--- src/include/dpb_regs.svh ---
/*
  Constants of the parameter block sequencer: block byte offsets, field
  positions, limits, result bits, host register offsets and timing.
  Assumes an includer that uses these as plain numbers of the stated widths.
*/
// Function
// RULE_01: Host pointer starts ten-byte block fetch.
// RULE_02: Control bit 6 picks format sector numbering.
// RULE_03: Code 00 interrupts at end or error.
// RULE_04: 01 none, 10 forced, 11 illegal.
// RULE_05: Ready changes always interrupt.
// RULE_06: Host sets matching word length bits.
// RULE_07: Bit 2 clear is last, else chain.
// RULE_08: Wait clear starts operation at once.
// RULE_09: Wait and branch jump to next block.
// RULE_10: Wait alone pauses 10 ms, rereads.
// RULE_11: Host keeps branch clear when wait clear.
// RULE_12: Write wait bit back unless lock set.
// RULE_13: Instruction bits 5:4 select the drive; the code decodes bit 5 only.
// RULE_14: Three-bit opcode selects the operation.
// RULE_15: Sector plus count above 26 errs.
// RULE_16: Track must be 0 to 76.
// RULE_17: Sector 1 to 26, bit 5 matches unit.
// RULE_18: Bytes 6 and 7 give buffer pointer.
// RULE_19: Host puts 6-bit tag in byte 8.
// RULE_20: Byte 9 is next pointer low half.
// RULE_21: Byte 10 is next pointer high half.
// RULE_22: Address errors set result bit 3.
// RULE_23: Fetch bytes ascending before drive activity.
// RULE_24: Interrupt code 11 is a parameter error.
`ifndef DPB_REGS_SVH
`define DPB_REGS_SVH
// Byte offsets inside a parameter block.
`define DPB_B_CTRL 4'd0
`define DPB_B_INSTR 4'd1
`define DPB_B_COUNT 4'd2
`define DPB_B_TRACK 4'd3
`define DPB_B_SECTOR 4'd4
`define DPB_B_BUFLO 4'd5
`define DPB_B_BUFHI 4'd6
`define DPB_B_TAG 4'd7
`define DPB_B_NXTLO 4'd8
`define DPB_B_NXTHI 4'd9
// Field positions of control, instruction and sector bytes.
`define DPB_C_WAIT 0
`define DPB_C_BOW 1
`define DPB_C_SUCC 2
`define DPB_C_IC_LO 4
`define DPB_C_IC_HI 5
`define DPB_C_FMT 6
`define DPB_C_LOCK 7
`define DPB_I_OP_HI 2
`define DPB_I_UNIT 5
`define DPB_S_SEC_HI 4
`define DPB_S_UNIT 5
`define DPB_TAG_HI 5
// Interrupt control codes.
`define DPB_IC_END 2'b00
`define DPB_IC_NONE 2'b01
`define DPB_IC_FORCE 2'b10
`define DPB_IC_BAD 2'b11
// Disk address limits.
`define DPB_MAX_TRACK 8'h4c
`define DPB_MAX_SECTOR 8'h1a
// Result byte bits.
`define DPB_R_ADDR 3
// Host register offsets and reset values.
`define DPB_REG_PTR 8'h00
`define DPB_REG_STAT 8'h04
`define DPB_REG_RESULT 8'h08
`define DPB_REG_TAG 8'h0c
`define DPB_REG_MADDR 8'h10
`define DPB_REG_MDATA 8'h14
`define DPB_RST_BYTE 8'h00
`define DPB_RST_ADDR 16'h0000
// Timing: poll pause in ms, clock in MHz, cycles derived from both.
`define DPB_WAIT_MS 10
`define DPB_CLK_MHZ 100
`define DPB_WAIT_CYC (`DPB_WAIT_MS * 1000 * `DPB_CLK_MHZ)
`endif

--- src/include/dpb_pkg.sv ---
/*
  Types shared by both ends of the parameter block sequencer.
  Assumes nothing beyond a SystemVerilog compiler.
*/
package dpb_pkg;
  typedef logic [15:0] dpb_addr_t;
  typedef logic [7:0] dpb_byte_t;
  typedef enum logic [3:0] {
    DPB_IDLE = 4'b0000,
    DPB_FETCH = 4'b0001,
    DPB_RDW = 4'b0010,
    DPB_GETB = 4'b0011,
    DPB_DECIDE = 4'b0100,
    DPB_PAUSE = 4'b0101,
    DPB_RUN = 4'b0110,
    DPB_FINISH = 4'b0111,
    DPB_ENDOP = 4'b1000
  } dpb_state_e;
endpackage

--- src/include/dpb_if.sv ---
/*
  Link between the host end (pointer, memory, interrupt) and the device end.
  Assumes both ends run on the same mclk.
*/
`timescale 1ns/1ps
interface dpb_if;
  logic ptr_load;
  dpb_pkg::dpb_addr_t ptr;
  logic irq_ack;
  logic mem_rd;
  logic mem_wr;
  dpb_pkg::dpb_addr_t mem_addr;
  dpb_pkg::dpb_byte_t mem_wdata;
  dpb_pkg::dpb_byte_t mem_rdata;
  logic irq;
  logic busy;
  dpb_pkg::dpb_byte_t result;
  logic [5:0] tag;
  modport dev (
    input ptr_load, ptr, irq_ack, mem_rdata,
    output mem_rd, mem_wr, mem_addr, mem_wdata, irq, busy, result, tag
  );
  modport host (
    output ptr_load, ptr, irq_ack, mem_rdata,
    input mem_rd, mem_wr, mem_addr, mem_wdata, irq, busy, result, tag
  );
endinterface // dpb_if

--- src/hdl/dpb_dev.sv ---
/*
  Device end: fetches parameter blocks, checks them, starts drive operations,
  follows chains, writes the wait bit back and raises completion interrupts.
  Assumes a host end that answers a memory read one cycle after it and a
  drive engine on mclk that pulses op_done with a status byte.
*/
// Our own choices: the register addresses and the address-and-strobe port.
`timescale 1ns/1ps
`include "dpb_regs.svh"
module dpb_dev #(
  parameter int unsigned WAIT_CYC = `DPB_WAIT_CYC
) (
  input wire logic mclk,
  input wire logic rstn,
  dpb_if.dev lnk,
  input wire logic [1:0] drive_ready,
  input wire logic op_done,
  input wire dpb_pkg::dpb_byte_t op_status,
  output logic op_start,
  output logic [2:0] op_code,
  output logic op_unit,
  output dpb_pkg::dpb_byte_t op_track,
  output logic [4:0] op_sector,
  output dpb_pkg::dpb_byte_t op_count,
  output dpb_pkg::dpb_addr_t op_buf,
  output logic op_fmt_random
);
  import dpb_pkg::*;
  typedef struct packed {
    dpb_state_e st;
    dpb_addr_t base;
    logic [3:0] idx;
    logic [9:0][7:0] blk;
    dpb_byte_t result;
    logic [5:0] tag;
    logic irq;
    logic busy;
    logic [1:0] rdy_a;
    logic [1:0] rdy_b;
    logic [1:0] rdy_c;
    logic [2:0] rdy_arm;
    logic mem_rd;
    logic mem_wr;
    dpb_addr_t mem_addr;
    dpb_byte_t mem_wdata;
    logic op_start;
    logic wait_en;
  } dpb_dev_s;
  dpb_dev_s r, n;
  logic tick;
  logic [7:0] ctrl;
  logic [1:0] icode;
  dpb_addr_t next_ptr;

  // Disk address check of a fetched block.
  function automatic logic addr_bad(input logic [9:0][7:0] b);
    logic [2:0] op;
    logic [8:0] last;
    logic xfer;
    op = b[`DPB_B_INSTR][`DPB_I_OP_HI:0];
    last = {4'h0, b[`DPB_B_SECTOR][`DPB_S_SEC_HI:0]} + {1'b0, b[`DPB_B_COUNT]};
    xfer = op[2];
    addr_bad = 1'b0;
    if (op != 3'b000 && op != 3'b011 && b[`DPB_B_TRACK] > `DPB_MAX_TRACK)
      addr_bad = 1'b1; // RULE_16
    if (xfer && (b[`DPB_B_SECTOR][`DPB_S_SEC_HI:0] == 5'h00 ||
        {3'h0, b[`DPB_B_SECTOR][`DPB_S_SEC_HI:0]} > `DPB_MAX_SECTOR))
      addr_bad = 1'b1; // RULE_17
    if (xfer && last > {1'b0, `DPB_MAX_SECTOR})
      addr_bad = 1'b1; // RULE_15
    if (b[`DPB_B_SECTOR][`DPB_S_UNIT] != b[`DPB_B_INSTR][`DPB_I_UNIT])
      addr_bad = 1'b1; // RULE_17
  endfunction

  // Completion interrupt policy from the interrupt control code.
  function automatic logic irq_wanted(input logic [1:0] ic, input logic succ,
                                      input logic err);
    unique case (ic)
      `DPB_IC_END: irq_wanted = !succ || err; // RULE_03 RULE_07
      `DPB_IC_NONE: irq_wanted = 1'b0; // RULE_04
      `DPB_IC_FORCE: irq_wanted = 1'b1; // RULE_04
      `DPB_IC_BAD: irq_wanted = 1'b1;
    endcase
  endfunction

  dpb_tick #(
    .CYC(WAIT_CYC)
  ) u_tick (
    .mclk(mclk),
    .rstn(rstn),
    .en(r.wait_en),
    .tick(tick)
  );

  // Fields of the block in hand.
  assign ctrl = r.blk[`DPB_B_CTRL];
  assign icode = ctrl[`DPB_C_IC_HI:`DPB_C_IC_LO];
  assign next_ptr = {r.blk[`DPB_B_NXTHI], r.blk[`DPB_B_NXTLO]}; // RULE_20 RULE_21

  // Sequencer: fetch, decide, run, write back, interrupt, chain.
  always_comb
  begin
    n = r;
    n.op_start = 1'b0;
    n.mem_rd = 1'b0;
    n.mem_wr = 1'b0;
    n.wait_en = 1'b0;
    n.rdy_a = drive_ready;
    n.rdy_b = r.rdy_a;
    n.rdy_c = r.rdy_b;
    // The change detector arms once all three stages hold pin levels, so a drive
    // that is ready at reset raises no false interrupt; a change after the level
    // first sampled after reset is still reported.
    n.rdy_arm = {r.rdy_arm[1:0], 1'b1};
    if (lnk.irq_ack)
      n.irq = 1'b0;
    if (r.rdy_arm[2] && r.rdy_c != r.rdy_b)
      n.irq = 1'b1; // RULE_05
    unique case (r.st)
      DPB_IDLE:
      begin
        if (lnk.ptr_load)
        begin
          n.base = lnk.ptr; // RULE_01
          n.idx = 4'h0;
          n.busy = 1'b1;
          n.result = `DPB_RST_BYTE;
          n.st = DPB_FETCH;
        end
      end
      DPB_FETCH:
      begin
        n.mem_rd = 1'b1;
        n.mem_addr = r.base + {12'h000, r.idx}; // RULE_23
        n.st = DPB_RDW;
      end
      DPB_RDW:
        n.st = DPB_GETB;
      DPB_GETB:
      begin
        n.blk[r.idx] = lnk.mem_rdata; // RULE_01
        if (r.idx == `DPB_B_NXTHI)
          n.st = DPB_DECIDE;
        else
        begin
          n.idx = r.idx + 4'h1; // RULE_23
          n.st = DPB_FETCH;
        end
      end
      DPB_DECIDE:
      begin
        n.tag = r.blk[`DPB_B_TAG][`DPB_TAG_HI:0];
        if (!ctrl[`DPB_C_WAIT])
        begin
          if (icode == `DPB_IC_BAD || addr_bad(r.blk))
          begin
            n.result[`DPB_R_ADDR] = 1'b1; // RULE_22 RULE_24
            n.st = DPB_FINISH;
          end
          else
          begin
            n.op_start = 1'b1; // RULE_08
            n.st = DPB_RUN;
          end
        end
        else if (ctrl[`DPB_C_BOW])
        begin
          n.base = next_ptr; // RULE_09
          n.idx = 4'h0;
          n.st = DPB_FETCH;
        end
        else
          n.st = DPB_PAUSE;
      end
      DPB_PAUSE:
      begin
        n.wait_en = 1'b1;
        if (tick)
        begin
          n.idx = 4'h0; // RULE_10
          n.st = DPB_FETCH;
        end
      end
      DPB_RUN:
      begin
        if (op_done)
        begin
          n.result = op_status;
          n.st = DPB_FINISH;
        end
      end
      DPB_FINISH:
      begin
        if (!ctrl[`DPB_C_LOCK])
        begin
          n.mem_wr = 1'b1; // RULE_12
          n.mem_addr = r.base;
          n.mem_wdata = ctrl | 8'h01;
        end
        n.st = DPB_ENDOP;
      end
      DPB_ENDOP:
      begin
        if (irq_wanted(icode, ctrl[`DPB_C_SUCC], r.result != 8'h00))
          n.irq = 1'b1;
        if (ctrl[`DPB_C_SUCC] && r.result == 8'h00)
        begin
          n.base = next_ptr; // RULE_07 RULE_21
          n.idx = 4'h0;
          n.st = DPB_FETCH;
        end
        else
        begin
          n.busy = 1'b0;
          n.st = DPB_IDLE;
        end
      end
      default:
        n.st = DPB_IDLE;
    endcase
  end

  // Registers the whole device state.
  always_ff @(posedge mclk)
  begin
    if (!rstn)
      r <= '0;
    else
      r <= n;
  end

  // Link outputs.
  assign lnk.mem_rd = r.mem_rd;
  assign lnk.mem_wr = r.mem_wr;
  assign lnk.mem_addr = r.mem_addr;
  assign lnk.mem_wdata = r.mem_wdata;
  assign lnk.irq = r.irq;
  assign lnk.busy = r.busy;
  assign lnk.result = r.result;
  assign lnk.tag = r.tag;

  // Drive side outputs: the registered start strobe and fields straight from the held block.
  assign op_start = r.op_start;
  assign op_code = r.blk[`DPB_B_INSTR][`DPB_I_OP_HI:0]; // RULE_14
  assign op_unit = r.blk[`DPB_B_INSTR][`DPB_I_UNIT]; // RULE_13
  assign op_track = r.blk[`DPB_B_TRACK];
  assign op_sector = r.blk[`DPB_B_SECTOR][`DPB_S_SEC_HI:0];
  assign op_count = r.blk[`DPB_B_COUNT];
  assign op_buf = {r.blk[`DPB_B_BUFHI], r.blk[`DPB_B_BUFLO]}; // RULE_18
  assign op_fmt_random = ctrl[`DPB_C_FMT]; // RULE_02
endmodule // dpb_dev

--- src/hdl/dpb_tick.sv ---
/*
  Pause timer: one-cycle tick after CYC enabled cycles, restarts when idle.
  Assumes en is driven from logic on mclk.
*/
`timescale 1ns/1ps
`include "dpb_regs.svh"
module dpb_tick #(
  parameter int unsigned CYC = `DPB_WAIT_CYC
) (
  input wire logic mclk,
  input wire logic rstn,
  input wire logic en,
  output logic tick
);
  import dpb_pkg::*;
  localparam int unsigned CW = $clog2(CYC + 1);
  localparam logic [CW-1:0] LAST = CW'(CYC - 1);
  typedef struct packed {
    logic [CW-1:0] cnt;
    logic tick;
  } dpb_tick_s;
  dpb_tick_s r, n;
  if (CYC < 1) begin : g_bad
    $error("Pause count must be at least one cycle.");
  end
  // Counts enabled cycles and pulses at the last one.
  always_comb
  begin
    n = r;
    n.tick = 1'b0;
    if (!en)
      n.cnt = '0;
    else if (r.cnt == LAST)
    begin
      n.cnt = '0;
      n.tick = 1'b1;
    end
    else
      n.cnt = r.cnt + 1'b1;
  end
  // Registers the timer state.
  always_ff @(posedge mclk)
  begin
    if (!rstn)
      r <= '0;
    else
      r <= n;
  end
  assign tick = r.tick;
endmodule // dpb_tick

--- src/flat_wrapper.sv ---
// flat-port wrapper written by rule: the top's interface ports become plain ports
module dpb_dev_flat import dpb_pkg::*;
#(
  parameter int unsigned WAIT_CYC = `DPB_WAIT_CYC
)
  (mclk, rstn, drive_ready, op_done, op_status, op_start, op_code, op_unit, op_track, op_sector, op_count, op_buf, op_fmt_random, lnk_ptr_load, lnk_ptr, lnk_irq_ack, lnk_mem_rdata, lnk_mem_rd, lnk_mem_wr, lnk_mem_addr, lnk_mem_wdata, lnk_irq, lnk_busy, lnk_result, lnk_tag);
  dpb_if lnk_i ();
  input wire logic mclk;
  input wire logic rstn;
  input wire logic [1:0] drive_ready;
  input wire logic op_done;
  input wire dpb_pkg::dpb_byte_t op_status;
  output logic op_start;
  output logic [2:0] op_code;
  output logic op_unit;
  output dpb_pkg::dpb_byte_t op_track;
  output logic [4:0] op_sector;
  output dpb_pkg::dpb_byte_t op_count;
  output dpb_pkg::dpb_addr_t op_buf;
  output logic op_fmt_random;
  input wire logic [$bits(lnk_i.ptr_load)-1:0] lnk_ptr_load;
  input wire logic [$bits(lnk_i.ptr)-1:0] lnk_ptr;
  input wire logic [$bits(lnk_i.irq_ack)-1:0] lnk_irq_ack;
  input wire logic [$bits(lnk_i.mem_rdata)-1:0] lnk_mem_rdata;
  output wire logic [$bits(lnk_i.mem_rd)-1:0] lnk_mem_rd;
  output wire logic [$bits(lnk_i.mem_wr)-1:0] lnk_mem_wr;
  output wire logic [$bits(lnk_i.mem_addr)-1:0] lnk_mem_addr;
  output wire logic [$bits(lnk_i.mem_wdata)-1:0] lnk_mem_wdata;
  output wire logic [$bits(lnk_i.irq)-1:0] lnk_irq;
  output wire logic [$bits(lnk_i.busy)-1:0] lnk_busy;
  output wire logic [$bits(lnk_i.result)-1:0] lnk_result;
  output wire logic [$bits(lnk_i.tag)-1:0] lnk_tag;
  assign lnk_i.ptr_load = lnk_ptr_load;
  assign lnk_i.ptr = lnk_ptr;
  assign lnk_i.irq_ack = lnk_irq_ack;
  assign lnk_i.mem_rdata = lnk_mem_rdata;
  assign lnk_mem_rd = lnk_i.mem_rd;
  assign lnk_mem_wr = lnk_i.mem_wr;
  assign lnk_mem_addr = lnk_i.mem_addr;
  assign lnk_mem_wdata = lnk_i.mem_wdata;
  assign lnk_irq = lnk_i.irq;
  assign lnk_busy = lnk_i.busy;
  assign lnk_result = lnk_i.result;
  assign lnk_tag = lnk_i.tag;
  dpb_dev #(.WAIT_CYC(WAIT_CYC)) u_core (.mclk(mclk), .rstn(rstn), .lnk(lnk_i), .drive_ready(drive_ready), .op_done(op_done), .op_status(op_status), .op_start(op_start), .op_code(op_code), .op_unit(op_unit), .op_track(op_track), .op_sector(op_sector), .op_count(op_count), .op_buf(op_buf), .op_fmt_random(op_fmt_random));
endmodule
--- config.mk ---
export PLATFORM = sky130hd
export DESIGN_NAME = dpb_dev_flat
export DESIGN_NICKNAME = d
export VERILOG_FILES = /design/src/include/dpb_pkg.sv /design/src/include/dpb_if.sv /design/src/hdl/dpb_dev.sv /design/src/hdl/dpb_tick.sv /design/src/flat_wrapper.sv
export VERILOG_INCLUDE_DIRS = /design/src /design/src/include
export SDC_FILE = /design/constraint.sdc
export NUM_CORES = 1
export LEC_CHECK = 0
export BUFFER_PORTS_ARGS = -buffer_cell sky130_fd_sc_hd__buf_2
export CAP_MARGIN = 20
export CELL_PAD_IN_SITES_DETAIL_PLACEMENT = 1
export CELL_PAD_IN_SITES_GLOBAL_PLACEMENT = 1
export CORE_UTILIZATION = 43
export DETAILED_ROUTE_END_ITERATION = 10
export PLACE_DENSITY_LB_ADDON = 0.1
export SLEW_MARGIN = 20
export SYNTH_ARGS = -nofsm -noshare
export SYNTH_HDL_FRONTEND = slang
export SYNTH_SLANG_ARGS = --single-unit
--- constraint.sdc ---
create_clock -name mclk -period 3.1 [get_ports mclk]
set_clock_uncertainty 0.2 [all_clocks]
set_input_delay 0.62 -clock mclk [delete_from_list [all_inputs] [get_ports mclk]]
set_output_delay 0.62 -clock mclk [all_outputs]
set_load 0.02 [all_outputs]
==> results.sh, run 1 <==
export IMPL_mappedNetlistNets=985
export IMPL_postSynth_asyncResetShare=0
export IMPL_groute_usage_overall=0.229
export IMPL_instances_no_fill=1191
export IMPL_io_buffers=122
export IMPL_detailedRoute_firstIterationViolations=230
export IMPL_yosys_warnings=0
export IMPL_grt_max_degree=47
export IMPL_crit_required_ps=3220
export IMPL_fin_worst_hold_slack_ps=210
export IMPL_ir_drop_uv=517
export IMPL_total_power_mw=4.73
export IMPL_placementRows=49
export IMPL_netlist_area_leader_share=0.426
export IMPL_synth_yosys_seq_area_share=0.426
export IMPL_synth_edf_count=0
export IMPL_fp_dieArea_mm2=0.0190
export IMPL_syn_to_final_growth_pct=9.65
export IMPL_setup_violations=0
export IMPL_initial_utilization=0.440
export IMPL_clock_insertion_delay_worst_skew_ps=430
export IMPL_syn_area_mm2=0.00793
export IMPL_cpMaxStageDelayCell="dfxtp_1"
export IMPL_power_per_cell_area_mw_per_mm2=544
export IMPL_routabilityCongestion=0.841
export IMPL_globalRoute_totalOverflow=0
export IMPL_place_inst=1159
export IMPL_leakage_nw=3.59
export IMPL_num_vias=6406
export IMPL_synth_seq_cells=169
export IMPL_met3_wirelength_from_detailed_routing_um=695
export IMPL_period_minus_slack_ps=2820
export IMPL_tritoncts_num_buffers=17
export IMPL_clock_path_buffers=2
export IMPL_dp_worst_setup_slack_ps=337
export IMPL_via_density=5.38
export IMPL_holdCritPathClass="in -> reg"
export IMPL_detail_route_wl_per_cell_um=17.6
export IMPL_postCtsSetupBuffers=0
export IMPL_maxSlewViolCount=0
export IMPL_start_kind="register"
export IMPL_post_route_setup_tns_ps=0
export IMPL_layout_nets=1004
export IMPL_yosys_cell_count_top_type="dfxtp_1"
export IMPL_rsz0062_at_grt="no"
export IMPL_wl_met1_mm=9.67
export IMPL_detailroute_wirelength_met2_mm=10.4
export IMPL_clkSinkCount=169
export IMPL_cpMostUsedCell="nor2_1"
export IMPL_route_top_layer_used="met4"
export IMPL_final_critical_path_setup_slack_ps=277
export IMPL_tritoncts="done"
export IMPL_fmax_ghz=0.354
export IMPL_timing_setup_critical_path_class="reg -> reg"
export IMPL_die_height_um=138
export IMPL_drt_antenna_violating_nets=0
export IMPL_htree_levels=4
export IMPL_io_pin_count=124
export IMPL_slew_headroom=0.301
export IMPL_ctsRootBufferMaster="clkbuf_16"
export IMPL_worst_pin_slew_ps=1050
export IMPL_r2r_setup_slack_ps=280
export IMPL_drc=0
export IMPL_antenna_diode_count=0
export IMPL_synthDominantAreaCellType="dfxtp_1"
export IMPL_holdBufCountCts=0
export IMPL_first_drt_pass_iteration_count=4
export IMPL_dp_final_hpwl_mm=15.2
export IMPL_crit_path_cell_trace="nor2_1, nand3_1, nor3_1, and2_1, mux2i_1, nor2_1"
export IMPL_worst_endpoint_arrival_ps=2940
export IMPL_hold_violation_count_in_the_final_report=0
export IMPL_first_global_vias=6403
export IMPL_synthCells=930
export IMPL_critical_path_peak_fanout=21
export IMPL_synth_flop_cell="dfxtp_1"
export IMPL_critPathCaptureType="register"
export IMPL_cts_repair_resize_count=0
export IMPL_grt_antenna_before_repair=0
export IMPL_critical_path_max_stage_delay_ps=540
export IMPL_synth_lib_cells_used_distinct=62
export IMPL_synth_area_leaders="dfxtp_1 (43%), buf_4 (7.4%), mux2i_1 (6.8%), nand2_1 (5.1%), nor2_1 (4.9%)"
export IMPL_yosys_top_cells_count="dfxtp_1 (169), nand2_1 (108), nor2_1 (104), buf_4 (78), a21oi_1 (74)"
export IMPL_status="completed"
export IMPL_maxCapViolations=0
export IMPL_synth_avg_cell_area_um2=8.53
export IMPL_first_pass_grt_wire_length_mm=33.2
export IMPL_chipWidth_um=138
export IMPL_post_route_period_util=0.910
export IMPL_worst_setup_hold_path_clk_slew_ps=70
export IMPL_finalWirelength_mm=21.0
export IMPL_drive_above_1_share=0.178
export IMPL_core_region_area_mm2=0.0180
==> final cells by class <==
| class | instances | area (um2) |
|---|---|---|
| Fill cell | 2149 | 9330 |
| Multi-Input combinational cell | 614 | 3690 |
| Sequential cell | 169 | 3380 |
| Timing Repair Buffer | 133 | 718 |
| Clock buffer | 17 | 425 |
| Tap cell | 229 | 287 |
| Clock inverter | 15 | 136 |
| Inverter | 14 | 53.8 |
==> power breakdown <==
| group | switching [mW] | total, mW | internal (mW) | leakage [nW] |
|---|---|---|---|---|
| clock network | 0.977 | 2.04 | 1.06 | 0.265 |
| logic | 0.244 | 0.384 | 0.140 | 1.95 |
| registers | 0.0707 | 2.31 | 2.24 | 1.37 |
==> worst max-delay path: cells and delay by family (launching register included) <==
family	cells	cell delay, ps
mux	1	270
flops	1	540
simple gates	5	1700
==> routing by layer <==
layer  vias up  track usage
met1      3105        0.285
li1       3176            -
met2       106        0.394
met5         -            0
met3        19       0.0471
met4         0       0.0743
==> final timing paths <==
| kind | cells past startpoint | endpoint | from |
|---|---|---|---|
| setup / recovery | 6 | u_core.ctrl[3] | u_core.r[155] |
| hold / removal | 2 | u_core.n[34] | drive_ready[1] |
| setup reg to reg | 6 | u_core.ctrl[3] | u_core.r[155] |
| hold reg to reg | 1 | u_core.n[31] | u_core.n[33] |
==> registers in the layout (all words and copies together), names as in the netlist, 3 cells and up <==
name	cells
u_core.op_buf	16
u_core.r	35
u_core.op_count	8
u_core.op_sector	5
u_core.op_code	3
u_core.op_track	8
u_core.lnk.mem_wdata	7
u_core.u_tick.r	20
u_core.lnk.tag	6
u_core.lnk.mem_addr	16
u_core.lnk.result	8
u_core.next_ptr	16
u_core.n	6
u_core.ctrl	8
==> cell usage in the layout, fill, tap and decap left out, drive strengths merged, types with 3 or more instances in the layout <==
| cell | count |
|---|---|
| xor2 | 16 |
| o211ai | 5 |
| nand2 | 108 |
| ha | 14 |
| clkbuf | 17 |
| nand2b | 4 |
| o21ai | 26 |
| nand4 | 10 |
| a21oi | 74 |
| o311ai | 4 |
| inv | 21 |
| nor3 | 11 |
| a31oi | 8 |
| a21o | 3 |
| nor3b | 5 |
| clkinvlp | 4 |
| or4 | 5 |
| a211oi | 22 |
| buf | 133 |
| dfxtp | 169 |
| nor2 | 104 |
| and3 | 5 |
| and4 | 3 |
| nor4 | 5 |
| mux2i | 54 |
| nor4b | 5 |
| or3 | 5 |
| xnor2 | 12 |
| nor2b | 6 |
| nand3 | 49 |
| clkinv | 4 |
| and2 | 17 |
==> logic make-up (layout without fill, tap and decap cells) <==
group / Yosys count / in the layout / share of synthesized area
simple gates: 348 / 348 / 0.208
mux: 56 / 56 / 0.0710
compound gates: 165 / 165 / 0.128
buf+inv: 147 / 179 / 0.108
flops: 169 / 169 / 0.426
other cells: 1 / 1 / 0.000473
xor+xnor: 28 / 28 / 0.0309
fa+ha+maj: 16 / 16 / 0.0271
==> metrics by stage <==
stage | util | cell area [um2]
after floorplan | - | 7930
after global placement | 0.451 | 8140
after detailed placement | 0.451 | 8140
after CTS | 0.483 | 8700
after global routing | 0.483 | 8700
final | 0.483 | 8700
(Power assumes the default switching activity.)
==> run 2: changes to the inputs <==
==> constraint.sdc (replaced) <==
create_clock -name mclk -period 3.1 [get_ports mclk]
set_clock_uncertainty 0.2 [all_clocks]
set_input_delay 0.31 -clock mclk [delete_from_list [all_inputs] [get_ports mclk]]
set_output_delay 0.31 -clock mclk [all_outputs]
set_load 0.02 [all_outputs]
==> run 2 against run 1 <==
Combinational power increased by 2%. Count of clock-buffer cells in the layout unchanged. Cell count increased by 0.76%. Critical path type unchanged. Highest routed layer unchanged.
==> results.sh, run 2 (synthesized netlist as in run 1, its figures left out) <==
export IMPL_detailedRoute_firstIterationViolations=312
export IMPL_maxSlewViolCount=0
export IMPL_largest_register_ff_count=35
export IMPL_groute_usage_overall=0.237
export IMPL_detail_route_wl_per_cell_um=18.1
export IMPL_multi_input_comb_area_mm2=0.00369
export IMPL_status="completed"
export IMPL_crit_required_ps=3220
export IMPL_timing_setup_critical_path_class="reg -> reg"
export IMPL_fmax_ghz=0.369
export IMPL_finalWirelength_mm=21.7
export IMPL_routabilityCongestion=0.838
export IMPL_layout_nets=1013
export IMPL_max_flop_register="u_core.r"
export IMPL_rsz0062_at_grt="no"
export IMPL_setup_violations=0
export IMPL_fp_dieArea_mm2=0.0190
export IMPL_critical_path_max_stage_delay_ps=540
export IMPL_num_vias=6519
export IMPL_worst_pin_slew_ps=1070
export IMPL_antenna_diode_count=0
export IMPL_period_minus_slack_ps=2710
export IMPL_placementRows=49
export IMPL_via_density=5.43
export IMPL_ctsRootBufferMaster="clkbuf_16"
export IMPL_leakage_nw=3.65
export IMPL_post_route_period_util=0.874
export IMPL_worst_setup_hold_path_clk_slew_ps=70
export IMPL_cpMaxStageDelayCell="dfxtp_1"
export IMPL_post_route_setup_tns_ps=0
export IMPL_crit_path_cell_trace="nor2_1, nand3_1, nor3_1, and2_1, mux2i_1, nor2_1"
export IMPL_io_pin_count=124
export IMPL_core_region_area_mm2=0.0180
export IMPL_largest_registers="u_core.r (35), u_core.u_tick.r (20)"
export IMPL_tritoncts="done"
export IMPL_dp_final_hpwl_mm=15.4
export IMPL_first_global_vias=6511
export IMPL_first_drt_pass_iteration_count=4
export IMPL_cpMostUsedCell="nor2_1"
export IMPL_register_area_mm2=0.00338
export IMPL_power_per_cell_area_mw_per_mm2=547
export IMPL_dp_worst_setup_slack_ps=441
export IMPL_layout_common_cells="dfxtp_1 (169), buf_2 (122), nand2_1 (108)"
export IMPL_cts_repair_resize_count=0
export IMPL_maxCapViolations=0
export IMPL_clock_insertion_delay_worst_skew_ps=440
export IMPL_drive_above_1_share=0.176
export IMPL_globalRoute_totalOverflow=0
export IMPL_critical_path_peak_fanout=21
export IMPL_grt_max_degree=56
export IMPL_tritoncts_num_buffers=17
export IMPL_finish_utilization=0.488
export IMPL_htree_levels=4
export IMPL_clkSinkCount=169
export IMPL_drc=0
export IMPL_holdCritPathClass="in -> reg"
export IMPL_initial_utilization=0.440
export IMPL_syn_to_final_growth_pct=11.0
export IMPL_chipWidth_um=138
export IMPL_ir_drop_uv=606
export IMPL_clock_path_buffers=2
export IMPL_first_pass_grt_wire_length_mm=34.3
export IMPL_die_height_um=138
export IMPL_fillers=2159
export IMPL_final_critical_path_setup_slack_ps=391
export IMPL_worst_endpoint_arrival_ps=2820
export IMPL_drt_antenna_violating_nets=0
export IMPL_slew_headroom=0.289
export IMPL_hold_violation_count_in_the_final_report=0
export IMPL_final_common_cell="dfxtp_1"
export IMPL_grt_antenna_before_repair=0
export IMPL_critPathCaptureType="register"
export IMPL_io_buffers=122
export IMPL_start_kind="register"
==> run 2: changes by cell type in the layout (fill, tap and decap cells not counted), moves of 2 or more <==
cell	delta
clkinv_8	+2
dlygate4sd3_1	+9
inv_8	-3
clkinvlp_4	-4
clkinv_2	+2
==> run 2: per-layer routing <==
| metal | global-route usage | share of wire |
|---|---|---|
| met3 | 0.0522 | 0.040 |
| met4 | 0.0743 | 0.015 |
| met1 | 0.298 | 0.45 |
| met2 | 0.401 | 0.50 |
| met5 | 0 | 0 |
==> run 2: timing repair <==
item | 4_1_cts | 5_1_grt
endpoints found under the hold margin | 9 | 0
hold buffers | 9 | 0
buffers inserted | 0 | 0
==> run 2: cell type report <==
type | instances | area share
sequential | 169 | 0.384
tap | 229 | 0.0326
multi-input combinational | 614 | 0.420
timing repair buffer | 142 | 0.0904
clock inverter | 15 | 0.0185
clock buffer | 17 | 0.0483
inverter | 14 | 0.00611
==> run 2: worst paths after layout <==
path	start	to	slack, ps	cells after the start
setup reg to reg	u_core.r[155]	u_core.op_track[5]	390	6
hold reg to reg	u_core.n[33]	u_core.n[31]	250	1
setup / recovery	u_core.r[155]	u_core.op_track[5]	390	6
hold / removal	lnk_mem_rdata[6]	u_core.op_count[6]	20	3
==> run 2: per-stage QoR <==
stage | total power, mW | cells | instance area [um2] | hold slack [ps]
after global placement | 2.72 | 1159 | 8120 | 217
after global routing | 5.04 | 1200 | 8800 | 27.2
after CTS | 4.87 | 1200 | 8800 | 4.06
final | 4.81 | 1200 | 8800 | 21.4
after floorplan | 2.63 | 930 | 7930 | 138
after detailed placement | 2.74 | 1159 | 8120 | 222
==> run 2: where the power goes <==
group          internal, mW  total, mW  switching, mW
logic                 0.145      0.391          0.246
clock network          1.14       2.11          0.973
registers              2.24       2.31         0.0725
total                  3.52       4.81           1.29
==> run 2: worst max-delay path: cells and delay by family, from the launching register on <==
| kind | cells | cell delay (ps) |
|---|---|---|
| muxes | 1 | 260 |
| and+or+nand+nor | 5 | 1570 |
| DFF | 1 | 540 |
==> run 3: changes to the inputs <==
==> constraint.sdc (replaced) <==
create_clock -name mclk -period 2.8 [get_ports mclk]
set_clock_uncertainty 0.2 [all_clocks]
set_input_delay 0.28 -clock mclk [delete_from_list [all_inputs] [get_ports mclk]]
set_output_delay 0.28 -clock mclk [all_outputs]
set_load 0.02 [all_outputs]
==> run 3 against run 2 <==
Via count increased by 0.35%. Critical path depth grew 1. Die area unchanged. Utilization grew 0.89 points. Non-clock buffer count grew 13. Worst setup slack worse by 210 ps. Global-route usage down 0.33 points. Sequential cell count unchanged. Hold slack worse by 8.5 ps. Maximum frequency increased by 3.6%. Critical path type unchanged. Largest power group unchanged. Highest routed layer unchanged.
==> results.sh, run 3 (synthesized netlist as in run 1, its figures left out) <==
export IMPL_tritoncts="done"
export IMPL_io_pin_count=124
export IMPL_core_region_area_mm2=0.0180
export IMPL_detail_route_wl_per_cell_um=17.8
export IMPL_grt_use_met3=0.0548
export IMPL_instances_no_fill=1213
export IMPL_tritoncts_num_buffers=17
export IMPL_place_inst=1169
export IMPL_fin_worst_hold_slack_ps=12.9
export IMPL_power_share_clock=0.450
export IMPL_start_kind="register"
export IMPL_fmax_ghz=0.382
export IMPL_clock_insertion_delay_worst_skew_ps=430
export IMPL_clock_path_buffers=2
export IMPL_via_density=5.39
export IMPL_chipWidth_um=138
export IMPL_fillers=2163
export IMPL_dp_final_hpwl_mm=15.2
export IMPL_io_buffers=122
export IMPL_first_pass_grt_wire_length_mm=33.9
export IMPL_period_minus_slack_ps=2620
export IMPL_placementRows=49
export IMPL_fp_dieArea_mm2=0.0190
export IMPL_holdCritPathClass="in -> reg"
export IMPL_finish_utilization=0.497
export IMPL_timing_setup_critical_path_class="reg -> reg"
export IMPL_critical_path_max_stage_delay_ps=480
export IMPL_detailedRoute_firstIterationViolations=319
export IMPL_slew_headroom=0.298
export IMPL_finalWirelength_mm=21.6
export IMPL_swShare=0.262
export IMPL_worst_pin_slew_ps=1050
export IMPL_hold_violation_count_in_the_final_report=0
export IMPL_syn_to_final_growth_pct=13.0
export IMPL_postCtsSetupBuffers=0
export IMPL_globalRoute_totalOverflow=0
export IMPL_drt_antenna_violating_nets=0
export IMPL_ir_drop_uv=411
export IMPL_power_switching_mw=1.44
export IMPL_maxSlewViolCount=0
export IMPL_crit_required_ps=2910
export IMPL_maxCapViolations=0
export IMPL_post_route_setup_tns_ps=0
export IMPL_final_common_cell="dfxtp_1"
export IMPL_die_height_um=138
export IMPL_post_dp_cell_area_mm2=0.00822
export IMPL_first_drt_pass_iteration_count=5
export IMPL_setup_violations=0
export IMPL_status="completed"
export IMPL_power_per_cell_area_mw_per_mm2=611
export IMPL_htree_levels=4
export IMPL_routabilityCongestion=0.832
export IMPL_layout_common_cells="dfxtp_1 (169), buf_2 (122), nand2_1 (108)"
export IMPL_layout_nets=1026
export IMPL_ctsRootBufferMaster="clkbuf_16"
export IMPL_total_power_mw=5.47
export IMPL_cpMaxStageDelayCell="dfxtp_1"
export IMPL_grt_max_degree=127
export IMPL_worst_endpoint_arrival_ps=2730
export IMPL_multi_input_comb_area_mm2=0.00369
export IMPL_initial_utilization=0.440
export IMPL_critical_path_peak_fanout=6
export IMPL_clkSinkCount=169
export IMPL_first_global_vias=6579
export IMPL_groute_usage_overall=0.234
export IMPL_crit_path_cell_trace="ha_1, a211oi_1, o21ai_0, mux2i_1, a31oi_1, nor3_1, nor4b_1"
export IMPL_design_area_mm2=0.00896
export IMPL_max_flop_register="u_core.r"
export IMPL_power_internal_mw=4.04
export IMPL_drive_above_1_share=0.184
export IMPL_worst_setup_hold_path_clk_slew_ps=70
export IMPL_groute_layer_met2_usage=0.410
export IMPL_p_comb_frac=0.084
export IMPL_gr_usage_met1=0.279
export IMPL_post_route_period_util=0.934
export IMPL_gr_max_usage_layer="met2"
export IMPL_power_sequential_fraction=0.467
export IMPL_rsz0062_at_grt="no"
export IMPL_largest_registers="u_core.r (35), u_core.u_tick.r (20)"
export IMPL_critPathCaptureType="register"
export IMPL_dp_worst_setup_slack_ps=198
export IMPL_num_vias=6542
export IMPL_largest_register_ff_count=35
export IMPL_antenna_diode_count=0
export IMPL_grt_antenna_before_repair=0
export IMPL_leakage_nw=3.72
export IMPL_register_area_mm2=0.00338
export IMPL_final_critical_path_setup_slack_ps=184
export IMPL_drc=0
run 3: area by class of cell:
cell class              count  area share
clock inverters            14      0.0200
flip-flops and latches    169       0.377
well taps                 229      0.0320
clock buffers              18      0.0490
repair buffers            155       0.103
inverters                  14     0.00600
multi-input cells         614       0.412
run 3: final timing paths:
path	startpoint	endpoint	slack, ps	depth (start not counted)
max reg2reg	u_core.op_sector[1]	u_core.op_start	180	7
min reg2reg	u_core.n[29]	u_core.n[30]	240	1
min	lnk_ptr[15]	u_core.r[152]	10	3
max	u_core.op_sector[1]	u_core.op_start	180	7
run 3: power groups by stage:
stage	Combinational (mW)	Clock (mW)	Sequential [mW]
2_1_floorplan	0.332	0	2.58
3_3_place_gp	0.434	0	2.60
3_5_place_dp	0.447	0	2.61
4_1_cts	0.464	2.52	2.55
5_1_grt	0.506	2.61	2.56
6_report	0.459	2.46	2.55
run 3: worst max-delay path: cells and delay by family (launching register included):
family | cells | cell delay [ps]
and+or+nand+nor | 2 | 570
muxes | 1 | 170
adders and majority gates | 1 | 280
AOI/OAI and AO/OA | 3 | 800
DFF | 1 | 480
run 3: metal layers:
layer  vias to the layer above  part of all wire
li1                       3212                 -
met1                      3178              0.44
met2                       120              0.50
met3                        32             0.043
met4                         0             0.019
met5                         -                 0
run 3: what timing repair did:
item                      in CTS  in global routing
hold buffers                  12                  0
gates resized for setup        0                  0
hold endpoints to repair      14                  0
